`config.mk`:
```
export PLATFORM = sky130hd
export DESIGN_NAME = nvm_program_control
export DESIGN_NICKNAME = d
export VERILOG_FILES = /design/src/hdl/nvm_pkg.sv /design/src/hdl/low_volt_monitor.sv /design/src/hdl/nvm_program_control.sv /design/src/hdl/unlock_detector.sv
export VERILOG_INCLUDE_DIRS = /design/src /design/src/hdl
export SDC_FILE = /design/constraint.sdc
export NUM_CORES = 1
export LEC_CHECK = 0
export BUFFER_PORTS_ARGS = -buffer_cell sky130_fd_sc_hd__buf_4
export CORE_MARGIN = 4
export CORE_UTILIZATION = 30
export CTS_CLUSTER_DIAMETER = 60
export DETAILED_ROUTE_END_ITERATION = 10
export PLACE_DENSITY = 0.61
export RECOVER_POWER = 100
export SLEW_MARGIN = 20
export SYNTH_ARGS = -nofsm -noshare
export SYNTH_HDL_FRONTEND = slang
export SYNTH_SLANG_ARGS = --single-unit
```
`constraint.sdc`:
```
create_clock -name ref_clk -period 8.9 [get_ports ref_clk]
set_input_delay 1.335 -clock ref_clk [delete_from_list [all_inputs] [get_ports ref_clk]]
set_output_delay 1.335 -clock ref_clk [all_outputs]
set_load 0.01 [all_outputs]
```
`src/hdl/nvm_defs.svh`:
```
// Constants for the program memory control block.
// Assumes word-addressed register port with byte offsets.
`ifndef NVM_DEFS_SVH
`define NVM_DEFS_SVH

`define ADDR_W          8
`define OFS_CONTROL     8'h00
`define OFS_UNLOCK_KEY  8'h04
`define OFS_TARGET      8'h08

`define BIT_GO          15
`define BIT_ARM         14
`define BIT_FAIL        13
`define BIT_LV_ERR      12
`define BIT_LV_LIVE     11
`define OP_HI           3
`define OP_LO           0

`define OP_NOP0         4'h0
`define OP_NOP2         4'h2
`define OP_ROW_PROG     4'h3
`define OP_PAGE_ERASE   4'h4
`define OP_ARRAY_ERASE  4'h5
`define OP_NOP6         4'h6

// Arbitrary unlock key values
`define UNLOCK_KEY_A    32'h5A5A1234
`define UNLOCK_KEY_B    32'hC3C30F0F

`define ZERO32          32'h00000000
`define ZERO4           4'h0

`endif

```
`src/hdl/nvm_pkg.sv`:
```
// Types shared by the program memory control block.
// Assumes nvm_defs.svh is available on the include path.
package nvm_pkg;

    typedef enum logic [1:0] {
        SEQ_IDLE,
        SEQ_LAUNCH,
        SEQ_WAIT
    } seq_state_e;

    typedef struct packed {
        logic        start;
        logic [3:0]  op;
        logic [31:0] addr;
    } array_cmd_s;

    typedef struct packed {
        logic                 wr;
        logic                 rd;
        logic [7:0]           addr;
        logic [31:0]          wdata;
    } reg_req_s;

endpackage : nvm_pkg

```
`src/hdl/low_volt_monitor.sv`:
```
// Low-voltage live status and sticky error flag.
// Assumes low_volt_sense is synchronous to ref_clk.
`timescale 1ns/100ps
`include "nvm_defs.svh"

module low_volt_monitor (
    input  wire logic ref_clk,
    input  wire logic rst,
    input  wire logic detector_on,
    input  wire logic low_volt_sense,
    input  wire logic in_operation,
    input  wire logic clear_flags,
    output logic      low_volt_live,
    output logic      low_volt_error
);
    logic event_now;

    assign event_now = detector_on && low_volt_sense;

    always_ff @(posedge ref_clk or posedge rst) begin
        if (rst) begin
            low_volt_live <= 1'b0;
        end else begin
            low_volt_live <= event_now;
        end
    end

    // Set wins over the clear from a no-op start
    always_ff @(posedge ref_clk or posedge rst) begin
        if (rst) begin
            low_volt_error <= 1'b0;
        end else if (event_now && in_operation) begin
            low_volt_error <= 1'b1;
        end else if (clear_flags) begin
            low_volt_error <= 1'b0;
        end
    end
endmodule : low_volt_monitor

```
`src/hdl/nvm_program_control.sv`:
```
// Program memory control: control register, unlock, operation sequencer.
// Assumes a memory array that answers array_cmd.start with one array_done pulse.
//
// Implementation choices: strobed register access and the address map.
`timescale 1ns/100ps
`include "nvm_defs.svh"

module nvm_program_control (
    input  wire logic                ref_clk,
    input  wire logic                rst,
    input  wire logic                device_reset,
    input  wire logic [7:0]          reg_addr,
    input  wire logic [31:0]         reg_wdata,
    input  wire logic                reg_wr,
    input  wire logic                reg_rd,
    output logic [31:0]              reg_rdata,
    output nvm_pkg::array_cmd_s      array_cmd,
    input  wire logic                array_done,
    input  wire logic                array_fail,
    input  wire logic                page_protected,
    input  wire logic                any_protected,
    input  wire logic                low_volt_sense,
    output logic                     detector_on
);
    nvm_pkg::reg_req_s   req;
    nvm_pkg::seq_state_e state_reg;
    logic                arm_reg;
    logic                go_reg;
    logic                fail_reg;
    logic [3:0]          op_reg;
    logic [31:0]         target_reg;
    logic                unlocked;
    logic                low_volt_live;
    logic                low_volt_error;
    logic                ctl_wr;
    logic                key_wr;
    logic                go_accept;
    logic                clear_flags;
    logic                op_is_nop;
    logic                op_is_real;
    logic                op_blocked;
    logic [31:0]         ctl_view;

    assign req = '{wr: reg_wr, rd: reg_rd, addr: reg_addr, wdata: reg_wdata};

    always_comb begin
        ctl_wr = 1'b0;
        key_wr = 1'b0;
        if (req.wr && req.addr == `OFS_CONTROL) begin
            ctl_wr = 1'b1;
        end else if (req.wr && req.addr == `OFS_UNLOCK_KEY) begin
            key_wr = 1'b1;
        end
    end

    unlock_detector u_unlock (
        .ref_clk  (ref_clk),
        .rst      (rst),
        .key_wr   (key_wr),
        .key_data (req.wdata),
        .other_wr (req.wr && !key_wr),
        .unlocked (unlocked)
    );

    assign go_accept = ctl_wr && req.wdata[`BIT_GO] && arm_reg && unlocked
                       && !go_reg;
    assign detector_on = arm_reg;

    assign op_is_nop  = (op_reg == `OP_NOP0) || (op_reg == `OP_NOP2)
                        || (op_reg == `OP_NOP6);
    assign op_is_real = (op_reg == `OP_ROW_PROG) || (op_reg == `OP_PAGE_ERASE)
                        || (op_reg == `OP_ARRAY_ERASE);
    assign op_blocked = (op_reg == `OP_ARRAY_ERASE) ? any_protected
                                                    : page_protected;
    assign clear_flags = (state_reg == nvm_pkg::SEQ_LAUNCH)
                         && (op_reg == `OP_NOP0);

    low_volt_monitor u_lv (
        .ref_clk        (ref_clk),
        .rst            (rst),
        .detector_on    (arm_reg),
        .low_volt_sense (low_volt_sense),
        .in_operation   (go_reg),
        .clear_flags    (clear_flags),
        .low_volt_live  (low_volt_live),
        .low_volt_error (low_volt_error)
    );

    // Arm bit: the only control bit a device reset touches
    always_ff @(posedge ref_clk or posedge rst) begin
        if (rst) begin
            arm_reg <= 1'b0;
        end else if (device_reset) begin
            arm_reg <= 1'b0;
        end else if (ctl_wr) begin
            arm_reg <= req.wdata[`BIT_ARM];
        end
    end

    always_ff @(posedge ref_clk or posedge rst) begin
        if (rst) begin
            op_reg <= `ZERO4;
        end else if (ctl_wr && !arm_reg) begin
            op_reg <= req.wdata[`OP_HI:`OP_LO];
        end
    end

    always_ff @(posedge ref_clk or posedge rst) begin
        if (rst) begin
            target_reg <= `ZERO32;
        end else if (req.wr && req.addr == `OFS_TARGET && !go_reg) begin
            target_reg <= req.wdata;
        end
    end

    // Sequencer: go stays high from acceptance until the operation ends
    always_ff @(posedge ref_clk or posedge rst) begin
        if (rst) begin
            state_reg <= nvm_pkg::SEQ_IDLE;
            go_reg    <= 1'b0;
            array_cmd <= '0;
        end else begin
            array_cmd.start <= 1'b0;
            case (state_reg)
                nvm_pkg::SEQ_IDLE: begin
                    if (go_accept) begin
                        go_reg    <= 1'b1;
                        state_reg <= nvm_pkg::SEQ_LAUNCH;
                    end
                end
                nvm_pkg::SEQ_LAUNCH: begin
                    if (op_is_real && !op_blocked) begin
                        array_cmd.start <= 1'b1;
                        array_cmd.op    <= op_reg;
                        array_cmd.addr  <= target_reg;
                        state_reg       <= nvm_pkg::SEQ_WAIT;
                    end else begin
                        go_reg    <= 1'b0;
                        state_reg <= nvm_pkg::SEQ_IDLE;
                    end
                end
                nvm_pkg::SEQ_WAIT: begin
                    if (array_done) begin
                        go_reg    <= 1'b0;
                        state_reg <= nvm_pkg::SEQ_IDLE;
                    end
                end
                default: begin
                    state_reg <= nvm_pkg::SEQ_IDLE;
                end
            endcase
        end
    end

    // Failure flag: result of the last program, erase or undefined-code sequence; cleared by an op code 0 start
    always_ff @(posedge ref_clk or posedge rst) begin
        if (rst) begin
            fail_reg <= 1'b0;
        end else if (state_reg == nvm_pkg::SEQ_LAUNCH && !op_is_nop
                     && (!op_is_real || op_blocked)) begin
            fail_reg <= 1'b1;
        end else if (state_reg == nvm_pkg::SEQ_WAIT && array_done) begin
            fail_reg <= array_fail;
        end else if (clear_flags) begin
            fail_reg <= 1'b0;
        end
    end

    always_comb begin
        ctl_view = `ZERO32;
        ctl_view[`BIT_GO]        = go_reg;
        ctl_view[`BIT_ARM]       = arm_reg;
        ctl_view[`BIT_FAIL]      = fail_reg;
        ctl_view[`BIT_LV_ERR]    = low_volt_error;
        ctl_view[`BIT_LV_LIVE]   = low_volt_live;
        ctl_view[`OP_HI:`OP_LO]  = op_reg;
    end

    // Read data valid only in the cycle after the read strobe
    always_ff @(posedge ref_clk or posedge rst) begin
        if (rst) begin
            reg_rdata <= `ZERO32;
        end else if (!req.rd) begin
            reg_rdata <= `ZERO32;
        end else if (req.addr == `OFS_CONTROL) begin
            reg_rdata <= ctl_view;
        end else if (req.addr == `OFS_TARGET) begin
            reg_rdata <= target_reg;
        end else begin
            reg_rdata <= `ZERO32;
        end
    end
endmodule : nvm_program_control

```
`src/hdl/unlock_detector.sv`:
```
// Two-write key sequence detector for the go bit.
// Assumes single-cycle write strobes from the register port.
`timescale 1ns/100ps
`include "nvm_defs.svh"

module unlock_detector (
    input  wire logic        ref_clk,
    input  wire logic        rst,
    input  wire logic        key_wr,
    input  wire logic [31:0] key_data,
    input  wire logic        other_wr,
    output logic             unlocked
);
    logic first_ok_reg;

    // Any write other than the second key or a repeat of the first key breaks the sequence
    always_ff @(posedge ref_clk or posedge rst) begin
        if (rst) begin
            first_ok_reg <= 1'b0;
        end else if (key_wr) begin
            first_ok_reg <= (key_data == `UNLOCK_KEY_A);
        end else if (other_wr) begin
            first_ok_reg <= 1'b0;
        end
    end

    // Unlock lasts until the next write of any kind
    always_ff @(posedge ref_clk or posedge rst) begin
        if (rst) begin
            unlocked <= 1'b0;
        end else if (key_wr) begin
            unlocked <= first_ok_reg && (key_data == `UNLOCK_KEY_B);
        end else if (other_wr) begin
            unlocked <= 1'b0;
        end
    end
endmodule : unlock_detector

```
Word-level counts from Yosys, hierarchy flattened
Index checks and enable logic that the tools add are counted.
{"block": "totals", "register_bits": 114, "in_bits": 50, "word_cells": 94}
{"block": "op_classes", "reduce_logical": 40, "eq_ne": 14, "n_mux": 26}
{"operator": "two-way mux 32 bit", "n": 3}
{"operator": "two-way mux 37 bit", "n": 2}
{"operator": "equality test 32 x 31 -> 1 bit (second input constant)", "n": 1}
{"operator": "equality test 32 bit (second input constant)", "n": 1}
{"operator": "logical AND 1 bit", "n": 18}
{"operator": "two-way mux 1 bit", "n": 16}
{"operator": "equality test 4 x 3 -> 1 bit (second input constant)", "n": 3}
{"operator": "equality test 4 x 2 -> 1 bit (second input constant)", "n": 2}
{"operator": "equality test 8 x 3 -> 1 bit (second input constant)", "n": 1}
{"operator": "equality test 8 x 4 -> 1 bit (second input constant)", "n": 1}
{"operator": "zero test 8 bit", "n": 1}
{"operator": "zero test 1 bit", "n": 6}
{"operator": "two-way mux 2 bit", "n": 3}
{"operator": "inequality test 2 bit (second input constant)", "n": 3}
{"operator": "one-hot mux 2 bit (3 select lines)", "n": 1}
{"operator": "nonzero test 2 bit", "n": 3}
{"operator": "nonzero test 3 bit", "n": 2}
{"operator": "logical OR 1 bit", "n": 5}
{"operator": "zero test 4 bit", "n": 1}
{"operator": "AND reduction 2 bit", "n": 2}
{"operator": "AND reduction 4 bit", "n": 1}
{"operator": "one-hot mux 1 bit (3 select lines)", "n": 1}
{"operator": "equality test 2 x 1 -> 1 bit (second input constant)", "n": 1}
{"operator": "equality test 2 bit (second input constant)", "n": 1}
{"operator": "zero test 2 bit", "n": 1}

Longest topological paths before layout
{"block": "logic_depth", "ltp_word": 9, "ltp_mapped": 9}

Modules after synthesis
Synthesis repeated with hierarchy kept, for this count alone.
{"block": "unflattened", "cells_unflattened": 314, "area_unflattened_um2": 4621.9}
{"module": "nvm_program_control", "area_each_um2": 4322.9, "n_inst": 1, "cells_each": 278, "seq_area_each_um2": 2752.6}
{"module": "unlock_detector", "area_each_um2": 224.0, "n_inst": 1, "cells_each": 30, "seq_area_each_um2": 50.0}
{"module": "low_volt_monitor", "area_each_um2": 75.1, "n_inst": 1, "cells_each": 6, "seq_area_each_um2": 50.0}

Worst setup path before layout
OpenSTA, ideal clock, no wires.
{"block": "synth_timing", "path_kind": "input port to flip-flop", "start": "in reg_addr[1]", "end": "reg op_reg[0]", "path_slack_ns": 6.077, "cell_stages": 5, "t_arrival_ns": 2.698, "required_time_ns": 8.775, "setup_time_ns": 0.125, "path_cell_list": "nor4_4 -> nand3_2 -> or3_2 -> nor2_2 -> mux2_2"}
{"block": "synth_between", "elab_chain_cells": 4}
{"element": "start, declared", "line": "nvm_program_control.sv:12", "source": "input wire logic [7:0] reg_addr,"}
{"element": "zero test 8 bit (no line)"}
{"element": "logical AND 1 bit (no line)"}
{"element": "two-way mux 1 bit", "line": "nvm_program_control.sv:49", "source": "if (req.wr && req.addr == `OFS_CONTROL) begin"}
{"element": "logical AND 1 bit", "line": "nvm_program_control.sv:103", "source": "end else if (ctl_wr && !arm_reg) begin"}
{"element": "end signal, assigned", "line": "nvm_program_control.sv:102", "source": "op_reg <= `ZERO4;"}
{"element": "end signal, assigned", "line": "nvm_program_control.sv:104", "source": "op_reg <= req.wdata[`OP_HI:`OP_LO];"}
{"element": "end, declared", "line": "nvm_program_control.sv:30", "source": "logic [3:0] op_reg;"}
No other way between the ends.
A chain may end at the register's enable or synchronous reset.

Worst setup path in the final report
{"block": "layout_timing", "start": "in page_protected", "end": "reg go_reg"}
{"block": "layout_between", "elab_chain_cells": 5}
{"element": "start, declared", "line": "nvm_program_control.sv:20", "source": "input wire logic page_protected,"}
{"element": "two-way mux 1 bit", "line": "nvm_program_control.sv:73", "source": "assign op_blocked = (op_reg == `OP_ARRAY_ERASE) ? any_protected"}
{"element": "zero test 1 bit", "line": "nvm_program_control.sv:132", "source": "if (op_is_real && !op_blocked) begin"}
{"element": "logical AND 1 bit", "line": "nvm_program_control.sv:132"}
{"element": "inequality test 2 bit (no line)"}
{"element": "AND reduction 4 bit (no line)"}
{"element": "end signal, assigned", "line": "nvm_program_control.sv:127", "source": "go_reg <= 1'b1;"}
{"element": "end signal, assigned", "line": "nvm_program_control.sv:138", "source": "go_reg <= 1'b0;"}
{"element": "end signal, assigned", "line": "nvm_program_control.sv:144", "source": "go_reg <= 1'b0;"}
{"element": "end, declared", "line": "nvm_program_control.sv:28", "source": "logic go_reg;"}
No other way between the ends.

==> results.md <==
- CTS tree: yes
- Peak Freq: 0.295 GHz
- RSZ-0062 raised after global routing: no
- #FFs+latches synth: 114
- First-pass GRT wire length: 19300 µm
- Post-CTS sizing: 0
- Leakage: 2.92 nW
- Seq. cell area: 2850 µm²
- Critical path arrival: 3.64 ns
- Least-Margin Pin Slew: 2.36 ns
- Final cell count without fillers: 668
- Crit path buf inv count: 2
- # IOs: 120
- Max reg flops: 37
- Starting density of the core: 30.7%
- Area of the multi-input gates: 1530 µm²
- Diodes inserted: 0
- TNS Setup: 0 ns
- Post-synth top flop: dfrtp_1
- Netlist cell types: 43
- Post-synth EDFFs: 0
- Chip Height: 133 µm
- Fin crit share: 38.1%
- Failing checks: capacitance limit, slew limit
- Hold buffer count at cts: 0
- Synth warn: 0
- Worst path required time: 9.15 ns
- Largest net degree at the start of global routing: 62
- Worst-Skew Late Latency: 0.41 ns
- Met2 Wirelength: 5640 µm
- Wire per inst: 17.9 µm
- Max Buffers Root-to-Sink: 2
- TritonCTS Buffers: 17
- Max-Cap Viols: 2
- Worst-path fanout max: 24
- Number of fill cells in the layout: 1533
- DP HPWL: 8350 µm
- Asr flop ratio synth: 100%
- H-tree depth: 4
- Outcome: finished, violations left
- Total power: 1.28 mW
- Tmin final: 3.39 ns
- Inst Count DP: 636
- Placer Congestion: 0.797
- WHS Path Cells: 2
- Total iterations of the first detailed-routing run: 4
- Root Driver: clkbuf_16
- GRT Residual Overflow: 0
- Final Slew Violations: 87
- Final setup vio count: 0
- Relative slew slack: -58.1%
- Area growth syn-to-layout: 26.8%
- Vias in the first global route: 3323
- Avg Vias per Cell: 4.57
- Fin Clk Skew: 0.00745 ns
- Die area: 17700 µm²
- NumNets Final: 498
- Layout cells sized above 1: 27.6%
- Mean post-synth cell area: 14.7 µm²
- Placed Area: 5720 µm²
- Top routing layer used: met4
- Number of antenna violations at the first check in global routing: 0
- Reg2reg path depth: 6
- Post-route setup slack: 5.51 ns
- Syn Nets: 372
- VDD IR max: 0.110 mV
- Post-CTS Setup Bufs: 0
- DRT met1 WL: 5460 µm
- Post-route DRC: 0
- Core Rows: 45
- Die X: 133 µm
- CP startpoint kind: primary input
- Cells after synthesis: 318
- Min-delay worst type: reg -> reg
- Largest delay share family, worst path: compound AO/OA/AOI/OAI gates
- Crit path capture type: flop
- WL met3: 668 µm
- Final core utilization: 38.9%
- CP cell instances: buf_4 -> nor2_1 -> a31oi_1 -> a21o_1 -> clkinvlp_2 -> o31ai_1 -> o41ai_1
- Routed wire length: 11900 µm
- Slowest CP cell: clkinvlp_2
- Biggest cell delay along the critical path: 0.98 ns
- Netlist Area Pre-Place: 4680 µm²
- Routed Antenna Nets: 0
- IO Port Bufs: 119
- DR vias: 3054
- Setup Slack @ Placement: 5.44 ns
- GRT Overall Usage: 14.4%
- Clk sinks: 114
- Initial DRC count: 150
- Finished Cell Area: 5930 µm²
- PwrDens: 216 nW/µm²
- Hold slack final: 0.485 ns
- Kind of critical path: in -> reg
- Seq/Total Area, Yosys: 60.9%
- Placeable Area: 15300 µm²
- CP Depth: 7
- Reg clk slew, reported paths: 0.05 ns
- Final hold vios: 0
-- logic make-up after synthesis --
| logic type | synth area share (%) |
|---|---|
| AOI/OAI and AO/OA | 3.82 |
| adders and majority gates | 1.07 |
| buffers and inverters | 3.74 |
| DFF | 60.9 |
| muxes | 19.1 |
| and+or+nand+nor | 11.4 |
-- power breakdown --
| part | total [mW] | switching (mW) | leakage, nW | internal [mW] |
|---|---|---|---|---|
| Clock | 0.721 | 0.234 | 0.312 | 0.487 |
| Sequential | 0.522 | 0.00197 | 1.59 | 0.520 |
| Combinational | 0.0408 | 0.0235 | 1.03 | 0.0173 |
-- Yosys cell counts, types with 2 or more instances --
library cell,number,area (µm²)
a22oi_1,9,67.6
and2_1,2,12.5
and3_1,23,144
buf_12,3,60.1
buf_6,6,67.6
clkbuf_1,6,22.5
dfrtp_1,114,2850
ha_1,4,50.1
inv_1,5,18.8
mux2_2,37,417
mux2_4,31,465
nand2_1,11,41.3
nand3_1,4,20.0
nand4_1,3,18.8
nand4b_1,4,35.0
nor2_1,6,22.5
nor2b_1,10,62.6
nor4_1,4,25.0
nor4bb_1,3,30.0
o21ai_0,6,30.0
o22ai_1,2,12.5
or3_2,2,15.0
or4_1,3,22.5
-- worst register-to-register path: cells and delay by family (launching register included) --
family | cells | cell delay (ns)
AO/OA/AOI/OAI | 4 | 1.16
buffers and inverters | 1 | 0.98
flip-flops | 1 | 0.48
AND/OR/NAND/NOR | 1 | 0.21
-- worst paths after layout --
check,startpoint,endpoint,slack [ns]
max in group asynchronous,rst,array_cmd[0],5.71
worst min register to register,array_cmd[34],array_cmd[34],0.49
min in group asynchronous,rst,reg_rdata[9],1.57
worst max-delay path,page_protected,go_reg,5.51
worst max register to register,op_reg[2],go_reg,5.91
worst min-delay path,array_cmd[34],array_cmd[34],0.49
-- layer usage --
| layer | vias up | global-route usage (%) |
|---|---|---|
| met4 | 0 | 4.91 |
| met2 | 87 | 22.3 |
| met1 | 1557 | 18.5 |
| li1 | 1395 | - |
| met3 | 15 | 5.29 |
| met5 | - | 0 |
-- area by class of cell --
type	count	share of cell area [%]
multi-input combinational	183	25.7
clock buffer	21	7.93
sequential	114	48.1
tap	211	4.45
clock inverter	11	2.66
timing repair buffer	122	10.8
inverter	6	0.422
-- cells in the final DEF, fill, tap and decap left out, types with 5 or more instances in the layout --
| cell | instances |
|---|---|
| mux2_1 | 30 |
| nand2_1 | 11 |
| dfrtp_1 | 114 |
| nor2b_1 | 10 |
| clkbuf_1 | 75 |
| o21ai_0 | 6 |
| clkbuf_16 | 17 |
| a22oi_1 | 9 |
| and3_1 | 23 |
| nor2_1 | 6 |
| nor4_1 | 5 |
| mux2_2 | 37 |
| buf_4 | 45 |
| clkinv_2 | 6 |
Power figures use the tool's default switching activity.
